==> config.mk <==
export PLATFORM = sky130hd
export DESIGN_NAME = ddl_lane
export DESIGN_NICKNAME = d
export VERILOG_FILES = /design/src/include/ddl_pkg.sv /design/src/hw/ddl_lane.sv
export SDC_FILE = /design/constraint.sdc
export NUM_CORES = 1
export LEC_CHECK = 0
export BUFFER_PORTS_ARGS = -buffer_cell sky130_fd_sc_hd__clkbuf_2
export CAP_MARGIN = 25
export CORE_MARGIN = 5
export CORE_UTILIZATION = 30
export DETAILED_ROUTE_END_ITERATION = 6
export GPL_TIMING_DRIVEN = 0
export MAX_ROUTING_LAYER = met4
export PLACE_DENSITY_LB_ADDON = 0.1
export SETUP_SLACK_MARGIN = 0.05
export SLEW_MARGIN = 20
export SYNTH_ARGS = -nofsm -noshare
export SYNTH_HDL_FRONTEND = slang
export SYNTH_SLANG_ARGS = --single-unit
==> constraint.sdc <==
create_clock -name CLK_I -period 8.1 [get_ports CLK_I]
set_input_delay 1.215 -clock CLK_I [delete_from_list [all_inputs] [get_ports CLK_I]]
set_output_delay 1.215 -clock CLK_I [all_outputs]
set_load 0.05 [all_outputs]
==> src/include/ddl_pkg.sv <==
// constants, types and mode bundle for the ddr data lane block
package ddl_pkg;
  // clock and beat timing
  localparam int CLK_PS = 5000;
  localparam int BEAT_PS = 80000;
  localparam int BEAT_CYC = (BEAT_PS + CLK_PS - 1) / CLK_PS;
  // burst shape
  localparam int BURST_LEN = 8;
  localparam logic [2:0] LAST_BEAT = 3'(BURST_LEN - 1);
  localparam int DQ_W = 8;
  localparam int WORD_W = DQ_W * BURST_LEN;
  localparam logic [7:0] LANES_WIDE = 8'hff;
  localparam logic [7:0] LANES_NARROW = 8'h0f;
  localparam logic [3:0] INV_ZERO_LIM = 4'h4;
  // write checksum
  localparam logic [7:0] CRC_POLY = 8'h07;
  localparam logic [7:0] CRC_INIT = 8'hff;
  // alert hold length
  localparam logic [3:0] ALERT_CYC = 4'h8;
  // state machines
  typedef enum logic [1:0] {
    WR_IDLE = 2'b00,
    WR_DATA = 2'b01,
    WR_SUM = 2'b10
  } ddl_wr_e;
  typedef enum logic [1:0] {
    RD_IDLE = 2'b00,
    RD_PRE = 2'b01,
    RD_BURST = 2'b10
  } ddl_rd_e;
  // mode settings
  typedef struct packed {
    logic wide;
    logic crc_en;
    logic rd_inv;
    logic wr_inv;
    logic tdqs_en;
    logic par_en;
    logic vref_mon;
  } ddl_cfg_s;
  // sampled pin bundle
  typedef struct packed {
    logic [7:0] dq;
    logic inv_n;
    logic mask_n;
    logic t;
    logic c;
  } ddl_pin_s;
endpackage

==> src/hw/ddl_lane.sv <==
// data lane, strobe, mask, inversion and alert logic of the memory
`timescale 1ns/1ps
`default_nettype none
module ddl_lane (
  // clock and reset
  input wire logic CLK_I,
  input wire logic RST_N_I,
  // mode settings and command side
  input wire ddl_pkg::ddl_cfg_s CFG_I,
  input wire logic WR_START_I,
  input wire logic RD_START_I,
  input wire logic [63:0] RD_DATA_I,
  input wire logic PAR_ERR_I,
  input wire logic ODT_I,
  input wire logic [3:0] VREF_CODE_I,
  // data lanes
  input wire logic [7:0] DQ_I,
  output logic [7:0] DQ_O,
  output logic [7:0] DQ_OE_O,
  // strobe pair
  input wire logic DQS_T_I,
  input wire logic DQS_C_I,
  output logic DQS_T_O,
  output logic DQS_C_O,
  output logic DQS_OE_O,
  // inversion flag lane
  input wire logic INV_FLAG_N_I,
  output logic INV_FLAG_N_O,
  output logic INV_FLAG_OE_O,
  // write mask and termination
  input wire logic WR_MASK_N_I,
  output logic TERM_DQS_O,
  output logic TERM_STROBE_O,
  // write data to core
  output logic [63:0] WR_DATA_O,
  output logic [7:0] WR_KEEP_O,
  output logic WR_VALID_O,
  output logic WR_CRC_ERR_O,
  // status
  output logic ALERT_N_O,
  output logic TRAIN_SLOW_O
);

  // count of zero bits in a byte
  function automatic logic [3:0] zero_cnt(input logic [7:0] b);
    logic [3:0] n;
    n = 4'h0;
    for (int i = 0; i < 8; i++) n = n + {3'b000, ~b[i]};
    return n;
  endfunction

  // checksum over a whole burst word
  function automatic logic [7:0] crc8(input logic [63:0] d);
    logic [7:0] c;
    c = ddl_pkg::CRC_INIT;
    for (int i = 63; i >= 0; i--)
      c = {c[6:0], 1'b0} ^ ((c[7] ^ d[i]) ? ddl_pkg::CRC_POLY : 8'h00);
    return c;
  endfunction

  ddl_pkg::ddl_pin_s pin_w, s1_q, s2_q;
  logic st_q, st_d, diff_ok, wr_edge, mask_on;
  logic [7:0] beat;
  ddl_pkg::ddl_wr_e wst_q, wst_d;
  logic [2:0] wcnt_q, wcnt_d;
  logic [63:0] wdat_q, wdat_d;
  logic [7:0] wkeep_q, wkeep_d, rsum_q, rsum_d, sum;
  logic wvld_q, wvld_d, cerr_q, cerr_d;
  ddl_pkg::ddl_rd_e rst_q, rst_d;
  logic [2:0] rcnt_q, rcnt_d;
  logic [63:0] rdat_q, rdat_d;
  logic [4:0] dcnt_q, dcnt_d;
  logic beat_en, flip;
  logic [7:0] rbyte, dq_q, dq_d, dqoe_q, dqoe_d;
  logic dqs_t_q, dqs_t_d, dqs_c_q, dqs_c_d, dqs_oe_q, dqs_oe_d;
  logic inv_q, inv_d, invoe_q, invoe_d;
  logic [3:0] acnt_q, acnt_d;
  logic err_w, alert_n_q, alert_n_d;
  logic tdqs_q, tdqs_d, tts_q, tts_d, slow_q, slow_d;
  logic [3:0] tog_q;

  // pin bundle into the two-stage synchroniser
  always_comb pin_w = '{dq: DQ_I, inv_n: INV_FLAG_N_I,
    mask_n: WR_MASK_N_I, t: DQS_T_I, c: DQS_C_I};

  always_ff @(posedge CLK_I or negedge RST_N_I)
  begin
    if (!RST_N_I)
    begin
      s1_q <= '0;
      s2_q <= '0;
    end
    else
    begin
      s1_q <= pin_w;
      s2_q <= s1_q;
    end
  end

  // strobe edges count only while the pair is complementary
  always_comb
  begin
    diff_ok = s2_q.t ^ s2_q.c;
    st_d = diff_ok ? s2_q.t : st_q;
    wr_edge = diff_ok && (s2_q.t != st_q) && !dqs_oe_q;
    mask_on = CFG_I.wide && !CFG_I.tdqs_en;
    if (CFG_I.wide)
      beat = (CFG_I.wr_inv && !s2_q.inv_n) ? ~s2_q.dq : s2_q.dq;
    else
      beat = {4'h0, s2_q.dq[3:0]};
  end

  // write burst capture and checksum compare
  always_comb
  begin
    wst_d = wst_q;
    wcnt_d = wcnt_q;
    wdat_d = wdat_q;
    wkeep_d = wkeep_q;
    rsum_d = rsum_q;
    wvld_d = 1'b0;
    cerr_d = 1'b0;
    sum = CFG_I.wide ? rsum_q : {beat[3:0], rsum_q[3:0]};
    unique case (wst_q)
      ddl_pkg::WR_IDLE:
        if (WR_START_I)
        begin
          wst_d = ddl_pkg::WR_DATA;
          wcnt_d = 3'h0;
        end
      ddl_pkg::WR_DATA:
        if (wr_edge)
        begin
          wdat_d[{wcnt_q, 3'b000} +: 8] = beat;
          wkeep_d[wcnt_q] = !(mask_on && !s2_q.mask_n);
          wcnt_d = wcnt_q + 3'h1;
          if (wcnt_q == ddl_pkg::LAST_BEAT)
          begin
            if (CFG_I.crc_en)
              wst_d = ddl_pkg::WR_SUM;
            else
            begin
              wst_d = ddl_pkg::WR_IDLE;
              wvld_d = 1'b1;
            end
          end
        end
      ddl_pkg::WR_SUM:
        if (wr_edge)
        begin
          wcnt_d = wcnt_q + 3'h1;
          if (wcnt_q == 3'h0)
            rsum_d = beat;
          else
          begin
            wst_d = ddl_pkg::WR_IDLE;
            wvld_d = 1'b1;
            cerr_d = (sum != crc8(wdat_q));
          end
        end
      default: wst_d = ddl_pkg::WR_IDLE;
    endcase
  end

  always_ff @(posedge CLK_I or negedge RST_N_I)
  begin
    if (!RST_N_I)
    begin
      st_q <= 1'b0;
      wst_q <= ddl_pkg::WR_IDLE;
      wcnt_q <= 3'h0;
      wdat_q <= '0;
      wkeep_q <= '0;
      rsum_q <= '0;
      wvld_q <= 1'b0;
      cerr_q <= 1'b0;
    end
    else
    begin
      st_q <= st_d;
      wst_q <= wst_d;
      wcnt_q <= wcnt_d;
      wdat_q <= wdat_d;
      wkeep_q <= wkeep_d;
      rsum_q <= rsum_d;
      wvld_q <= wvld_d;
      cerr_q <= cerr_d;
    end
  end

  // read burst: preamble beat, then data with a strobe toggle per beat
  always_comb
  begin
    beat_en = (dcnt_q == 5'(ddl_pkg::BEAT_CYC - 1));
    dcnt_d = (rst_q == ddl_pkg::RD_IDLE || beat_en) ? 5'h0 : dcnt_q + 5'h1;
    rst_d = rst_q;
    rcnt_d = rcnt_q;
    rdat_d = rdat_q;
    dq_d = dq_q;
    dqoe_d = dqoe_q;
    dqs_t_d = dqs_t_q;
    dqs_oe_d = dqs_oe_q;
    inv_d = inv_q;
    invoe_d = invoe_q;
    rbyte = rdat_q[{rcnt_q, 3'b000} +: 8];
    flip = CFG_I.wide && CFG_I.rd_inv &&
      (zero_cnt(rbyte) > ddl_pkg::INV_ZERO_LIM);
    unique case (rst_q)
      ddl_pkg::RD_IDLE:
      begin
        dqs_oe_d = 1'b0;
        dqs_t_d = 1'b0;
        invoe_d = 1'b0;
        dq_d = {4'h0, VREF_CODE_I};
        dqoe_d = CFG_I.vref_mon ? ddl_pkg::LANES_NARROW : 8'h00;
        if (RD_START_I)
        begin
          rst_d = ddl_pkg::RD_PRE;
          rdat_d = RD_DATA_I;
          rcnt_d = 3'h0;
          dqs_oe_d = 1'b1;
          dqoe_d = 8'h00;
        end
      end
      ddl_pkg::RD_PRE, ddl_pkg::RD_BURST:
        if (beat_en)
        begin
          if (rst_q == ddl_pkg::RD_BURST && rcnt_q == 3'h0)
          begin
            rst_d = ddl_pkg::RD_IDLE;
            dqs_oe_d = 1'b0;
            dqoe_d = 8'h00;
            invoe_d = 1'b0;
          end
          else
          begin
            rst_d = ddl_pkg::RD_BURST;
            rcnt_d = rcnt_q + 3'h1;
            dqs_t_d = !dqs_t_q;
            if (CFG_I.wide)
            begin
              dq_d = flip ? ~rbyte : rbyte;
              dqoe_d = ddl_pkg::LANES_WIDE;
            end
            else
            begin
              dq_d = {4'h0, rbyte[3:0]};
              dqoe_d = ddl_pkg::LANES_NARROW;
            end
            inv_d = !flip;
            invoe_d = CFG_I.wide && CFG_I.rd_inv;
          end
        end
      default: rst_d = ddl_pkg::RD_IDLE;
    endcase
    dqs_c_d = !dqs_t_d;
  end

  always_ff @(posedge CLK_I or negedge RST_N_I)
  begin
    if (!RST_N_I)
    begin
      rst_q <= ddl_pkg::RD_IDLE;
      rcnt_q <= 3'h0;
      rdat_q <= '0;
      dcnt_q <= 5'h0;
      dq_q <= 8'h00;
      dqoe_q <= 8'h00;
      dqs_t_q <= 1'b0;
      dqs_c_q <= 1'b1;
      dqs_oe_q <= 1'b0;
      inv_q <= 1'b1;
      invoe_q <= 1'b0;
    end
    else
    begin
      rst_q <= rst_d;
      rcnt_q <= rcnt_d;
      rdat_q <= rdat_d;
      dcnt_q <= dcnt_d;
      dq_q <= dq_d;
      dqoe_q <= dqoe_d;
      dqs_t_q <= dqs_t_d;
      dqs_c_q <= dqs_c_d;
      dqs_oe_q <= dqs_oe_d;
      inv_q <= inv_d;
      invoe_q <= invoe_d;
    end
  end

  // alert hold, termination and status
  always_comb
  begin
    err_w = (PAR_ERR_I && CFG_I.par_en) || cerr_q;
    if (err_w)
      acnt_d = ddl_pkg::ALERT_CYC;
    else
      acnt_d = (acnt_q != 4'h0) ? acnt_q - 4'h1 : 4'h0;
    alert_n_d = (acnt_d == 4'h0);
    tdqs_d = ODT_I && !dqs_oe_d;
    tts_d = tdqs_d && CFG_I.wide && CFG_I.tdqs_en;
    slow_d = CFG_I.vref_mon;
  end

  always_ff @(posedge CLK_I or negedge RST_N_I)
  begin
    if (!RST_N_I)
    begin
      acnt_q <= 4'h0;
      alert_n_q <= 1'b1;
      tdqs_q <= 1'b0;
      tts_q <= 1'b0;
      slow_q <= 1'b0;
    end
    else
    begin
      acnt_q <= acnt_d;
      alert_n_q <= alert_n_d;
      tdqs_q <= tdqs_d;
      tts_q <= tts_d;
      slow_q <= slow_d;
    end
  end

  // outputs
  assign DQ_O = dq_q;
  assign DQ_OE_O = dqoe_q;
  assign DQS_T_O = dqs_t_q;
  assign DQS_C_O = dqs_c_q;
  assign DQS_OE_O = dqs_oe_q;
  assign INV_FLAG_N_O = inv_q;
  assign INV_FLAG_OE_O = invoe_q;
  assign TERM_DQS_O = tdqs_q;
  assign TERM_STROBE_O = tts_q;
  assign WR_DATA_O = wdat_q;
  assign WR_KEEP_O = wkeep_q;
  assign WR_VALID_O = wvld_q;
  assign WR_CRC_ERR_O = cerr_q;
  assign ALERT_N_O = alert_n_q;
  assign TRAIN_SLOW_O = slow_q;

  // strobe toggle counter watched by the burst length check
  always_ff @(posedge CLK_I or negedge RST_N_I)
  begin
    if (!RST_N_I)
      tog_q <= 4'h0;
    else if (!dqs_oe_q)
      tog_q <= 4'h0;
    else if (dqs_t_d != dqs_t_q)
      tog_q <= tog_q + 4'h1;
  end

  // checks
  narrow_lanes_a: assert property (@(posedge CLK_I) disable iff (!RST_N_I)
    DQ_OE_O[7:4] != 4'h0 |-> $past(CFG_I.wide))
    else $error("upper lanes driven in narrow mode");
  inv_lane_a: assert property (@(posedge CLK_I) disable iff (!RST_N_I)
    INV_FLAG_OE_O |-> $past(CFG_I.wide && CFG_I.rd_inv))
    else $error("inversion lane driven when not enabled");
  strobe_dir_a: assert property (@(posedge CLK_I) disable iff (!RST_N_I)
    RD_START_I && rst_q == ddl_pkg::RD_IDLE |=> DQS_OE_O && !DQS_T_O)
    else $error("strobe not driven after read start");
  strobe_diff_a: assert property (@(posedge CLK_I) disable iff (!RST_N_I)
    DQS_OE_O |-> DQS_T_O != DQS_C_O)
    else $error("strobe pair not complementary");
  edge_align_a: assert property (@(posedge CLK_I) disable iff (!RST_N_I)
    $past(DQS_OE_O) && DQS_OE_O && $changed(DQ_O) |-> $changed(DQS_T_O))
    else $error("read data moved without strobe edge");
  burst_len_a: assert property (@(posedge CLK_I) disable iff (!RST_N_I)
    $fell(DQS_OE_O) |-> tog_q == 4'h8)
    else $error("read burst not eight beats");
  vref_mon_a: assert property (@(posedge CLK_I) disable iff (!RST_N_I)
    CFG_I.vref_mon && rst_q == ddl_pkg::RD_IDLE && !RD_START_I
    |=> DQ_OE_O == 8'h0f && DQ_O[3:0] == $past(VREF_CODE_I))
    else $error("reference level not on low lanes");
  alert_hold_a: assert property (@(posedge CLK_I) disable iff (!RST_N_I)
    PAR_ERR_I && CFG_I.par_en |=> !ALERT_N_O [*8])
    else $error("alert not held for parity error");
  alert_quiet_a: assert property (@(posedge CLK_I) disable iff (!RST_N_I)
    acnt_q <= 4'h1 && !err_w |=> ALERT_N_O)
    else $error("alert low without error");
  term_strobe_a: assert property (@(posedge CLK_I) disable iff (!RST_N_I)
    TERM_STROBE_O |-> TERM_DQS_O && $past(CFG_I.wide && CFG_I.tdqs_en))
    else $error("termination strobe mismatch");
  mask_drop_a: assert property (@(posedge CLK_I) disable iff (!RST_N_I)
    wst_q == ddl_pkg::WR_DATA && wr_edge && mask_on && !s2_q.mask_n
    |=> !wkeep_q[$past(wcnt_q)])
    else $error("masked beat kept");
  crc_phase_a: assert property (@(posedge CLK_I) disable iff (!RST_N_I)
    wst_q == ddl_pkg::WR_DATA && wr_edge && wcnt_q == 3'h7 && CFG_I.crc_en
    |=> wst_q == ddl_pkg::WR_SUM && !WR_VALID_O)
    else $error("checksum beats not expected");

endmodule // ddl_lane
`default_nettype wire

==> metrics.csv <==
metric,value,unit
status,completed,
Vias,7226,
Max Fclk,166.6,MHz
max cap viols,0,
H-tree lvl count,1,
cts bufs inserted,27,
nature of the critical path startpoint,flop,
drt pass-1 iters,4,
GR Overflow Total,0,
Final Max Tran Viols,0,
Top Ports,192,
number of synthesis warnings,0,
R2R Setup Slk,2.10,ns
largest area contributor in the netlist,dfrtp_1,
clk root buf,clkbuf_16,
register area,5234,um2
clock latency on the worst-skew pair,0.54,ns
die width,202.2,um
synthesized instance count,869,
Worst Hold Class,flop to flop,
Post-Synthesis Mean Instance Area,12.76,um2
first-pass GRT wire length,48980,um
Setup Buffers After CTS,0,
Synth Flop Type,dfrtp_1,
Worst-path clk slew,0.06,ns
drt drc,0,
largest net degree at the start of global routing,83,
"Data arrival, critical path",6.42,ns
crit path kind,flop to flop,
sequential share of the synthesized area,47.22,%
via/cell ratio,4.571,
Final TNS setup,0,ns
Filler Cell Count,3658,
CP endpoint kind,flop,
crit-path max cell delay,0.71,ns
critical path peak fanout,10,
GRT Util Overall,16.03,%
total clock sinks,209,
Area contributors post-synth,"dfrtp_1 47%, mux2_2 11%, xnor3_1 6.3%",
Setup Slack @ Placement,1.857,ns
total length of routed wires,31950,um
fin util,37.16,%
vias in the first global route,7819,
HPWL reported at the end of detailed placement,24500,um
Layout area overhead,22.44,%
ys async rst share,100.0,%
Clock Path Buffers,3,
Initial Util,30.35,%
Fin. Hold Viols,0,
share of layout cells above drive strength 1,34.11,%
multi-input logic area,5614,um2
Tmin final,6.002,ns
Post-synth top cells,"206 x dfrtp_1, 105 x mux2_2, 84 x nand2_1",
"Hold-fix buffers, CTS",0,
most common cell in the netlist,dfrtp_1,
Setup-failing EPs final,0,
CP required,8.51,ns
ANT nets after route,0,
port bufs,190,
synthesized net count,987,
Crit-path slowest cell,clkbuf_1,
die area,40890,um2
unrepaired setup endpoints after global routing,false,
Post-synth EDFFs,0,
Yosys reg bits,209,
setup ws final,2.098,ns
wire per inst,20.21,um
First DRT Iteration DRCs,201,
Synth top area share,46.51,%
Mapped Area,11080,um2
initial antenna violation count,1,
fin crit share,74.10,%
Layout Skew,0.01195,ns
gp weighted congestion,0.7862,
crit-path cells,clkbuf_1 -> clkbuf_1 -> mux4_2 -> mux2i_1 -> fa_1 -> fa_1 -> ha_1 -> inv_1 -> fa_1 -> nor2b_1 -> o22ai_1 -> and3_1 -> clkbuf_1 -> xnor2_1 -> mux2i_1 -> o21ai_0,
row cnt,70,
Synth cell types,50,
core area,36520,um2
hold_ws,0.3412,ns
CTS tree,yes,
CTS resizes,0,
Final nets,1208,
die outline height,202.2,um
Tightest Pin Transition,1.077,ns
Slew headroom,27.92,%
[critical path: cells and delay by family, from the launching register on]
kind,cells,cell delay (ns)
buf+inv,4,1.93
simple gates,2,0.31
fa+ha+maj,4,1.65
mux,3,1.25
compound gates,2,0.24
flops,1,0.36
xor+xnor,1,0.12
[cells in the final DEF (no fill, tap or decap), types with 27 or more instances in the layout]
master     instances
clkbuf_2         189
xnor2_1           76
xor2_1            43
xnor3_1           31
clkbuf_1          40
nand2_1           84
clkbuf_16         27
dfrtp_1          206
mux2_2           105
o21ai_0           48
nor2_1            38
[area by class of cell]
cell class	instances	area share [%]
multi-input combinational	603	41.37
clock buffer	47	6.121
inverter	21	0.5808
timing repair buffer	192	7.477
buffer	36	1.217
clock inverter	3	0.3227
antenna	2	0.03688
sequential	209	38.56
tap	468	4.315
[stage by stage]
| stage | cells | instance area [um2] |
|---|---|---|
| floorplan | 869 | 11080 |
| finish | 1581 | 13570 |
| global route | 1580 | 13570 |
| global placement | 1527 | 12620 |
| detailed placement | 1529 | 12690 |
| CTS | 1579 | 13570 |
[metal layers]
| layer | up-vias | share of wire (%) | global-route usage, % |
|---|---|---|---|
| li1 | 3463 | - | - |
| met1 | 3567 | 43 | 19.54 |
| met2 | 164 | 50 | 27.28 |
| met3 | 32 | 5.7 | 4.123 |
| met4 | 0 | 2.0 | 3.031 |
| met5 | - | 0 | - |
[state kept, by name, summed over array words and instances, names as in the netlist, 3 cells and up]
| register | flops |
|---|---|
| s2_q | 12 |
| WR_DATA_O | 64 |
| WR_KEEP_O | 8 |
| s1_q | 12 |
| rcnt_q | 3 |
| dcnt_q | 5 |
| rsum_q | 8 |
| DQ_O | 8 |
| acnt_q | 4 |
| wcnt_q | 3 |
| rdat_q | 64 |
[cell families (layout without fill, tap and decap cells)]
kind of cell | count (synthesis) | after routing | synth area share, %
AOI/OAI and AO/OA | 91 | 91 | 4.967
xor gates and xnor gates | 173 | 173 | 19.92
adders and majority gates | 25 | 25 | 3.093
buffers and inverters | 57 | 299 | 2.201
DFF | 209 | 209 | 47.22
muxes | 141 | 141 | 15.74
other | 0 | 2 | 0
and+or+nand+nor | 173 | 173 | 6.863
[worst paths after layout]
kind	to	cells past startpoint	from
hold reg to reg	s2_q[11]	0	s1_q[11]
hold / removal	s2_q[11]	0	s1_q[11]
max in group asynchronous	rdat_q[43]	2	RST_N_I
setup reg to reg	DQ_O[0]	16	rcnt_q[0]
min in group asynchronous	WR_DATA_O[60]	1	RST_N_I
setup / recovery	DQ_O[0]	16	rcnt_q[0]
Power is left out: the tool's default activity adds up to more than one toggle a clock period on the data nets, which glitch-free logic cannot reach.
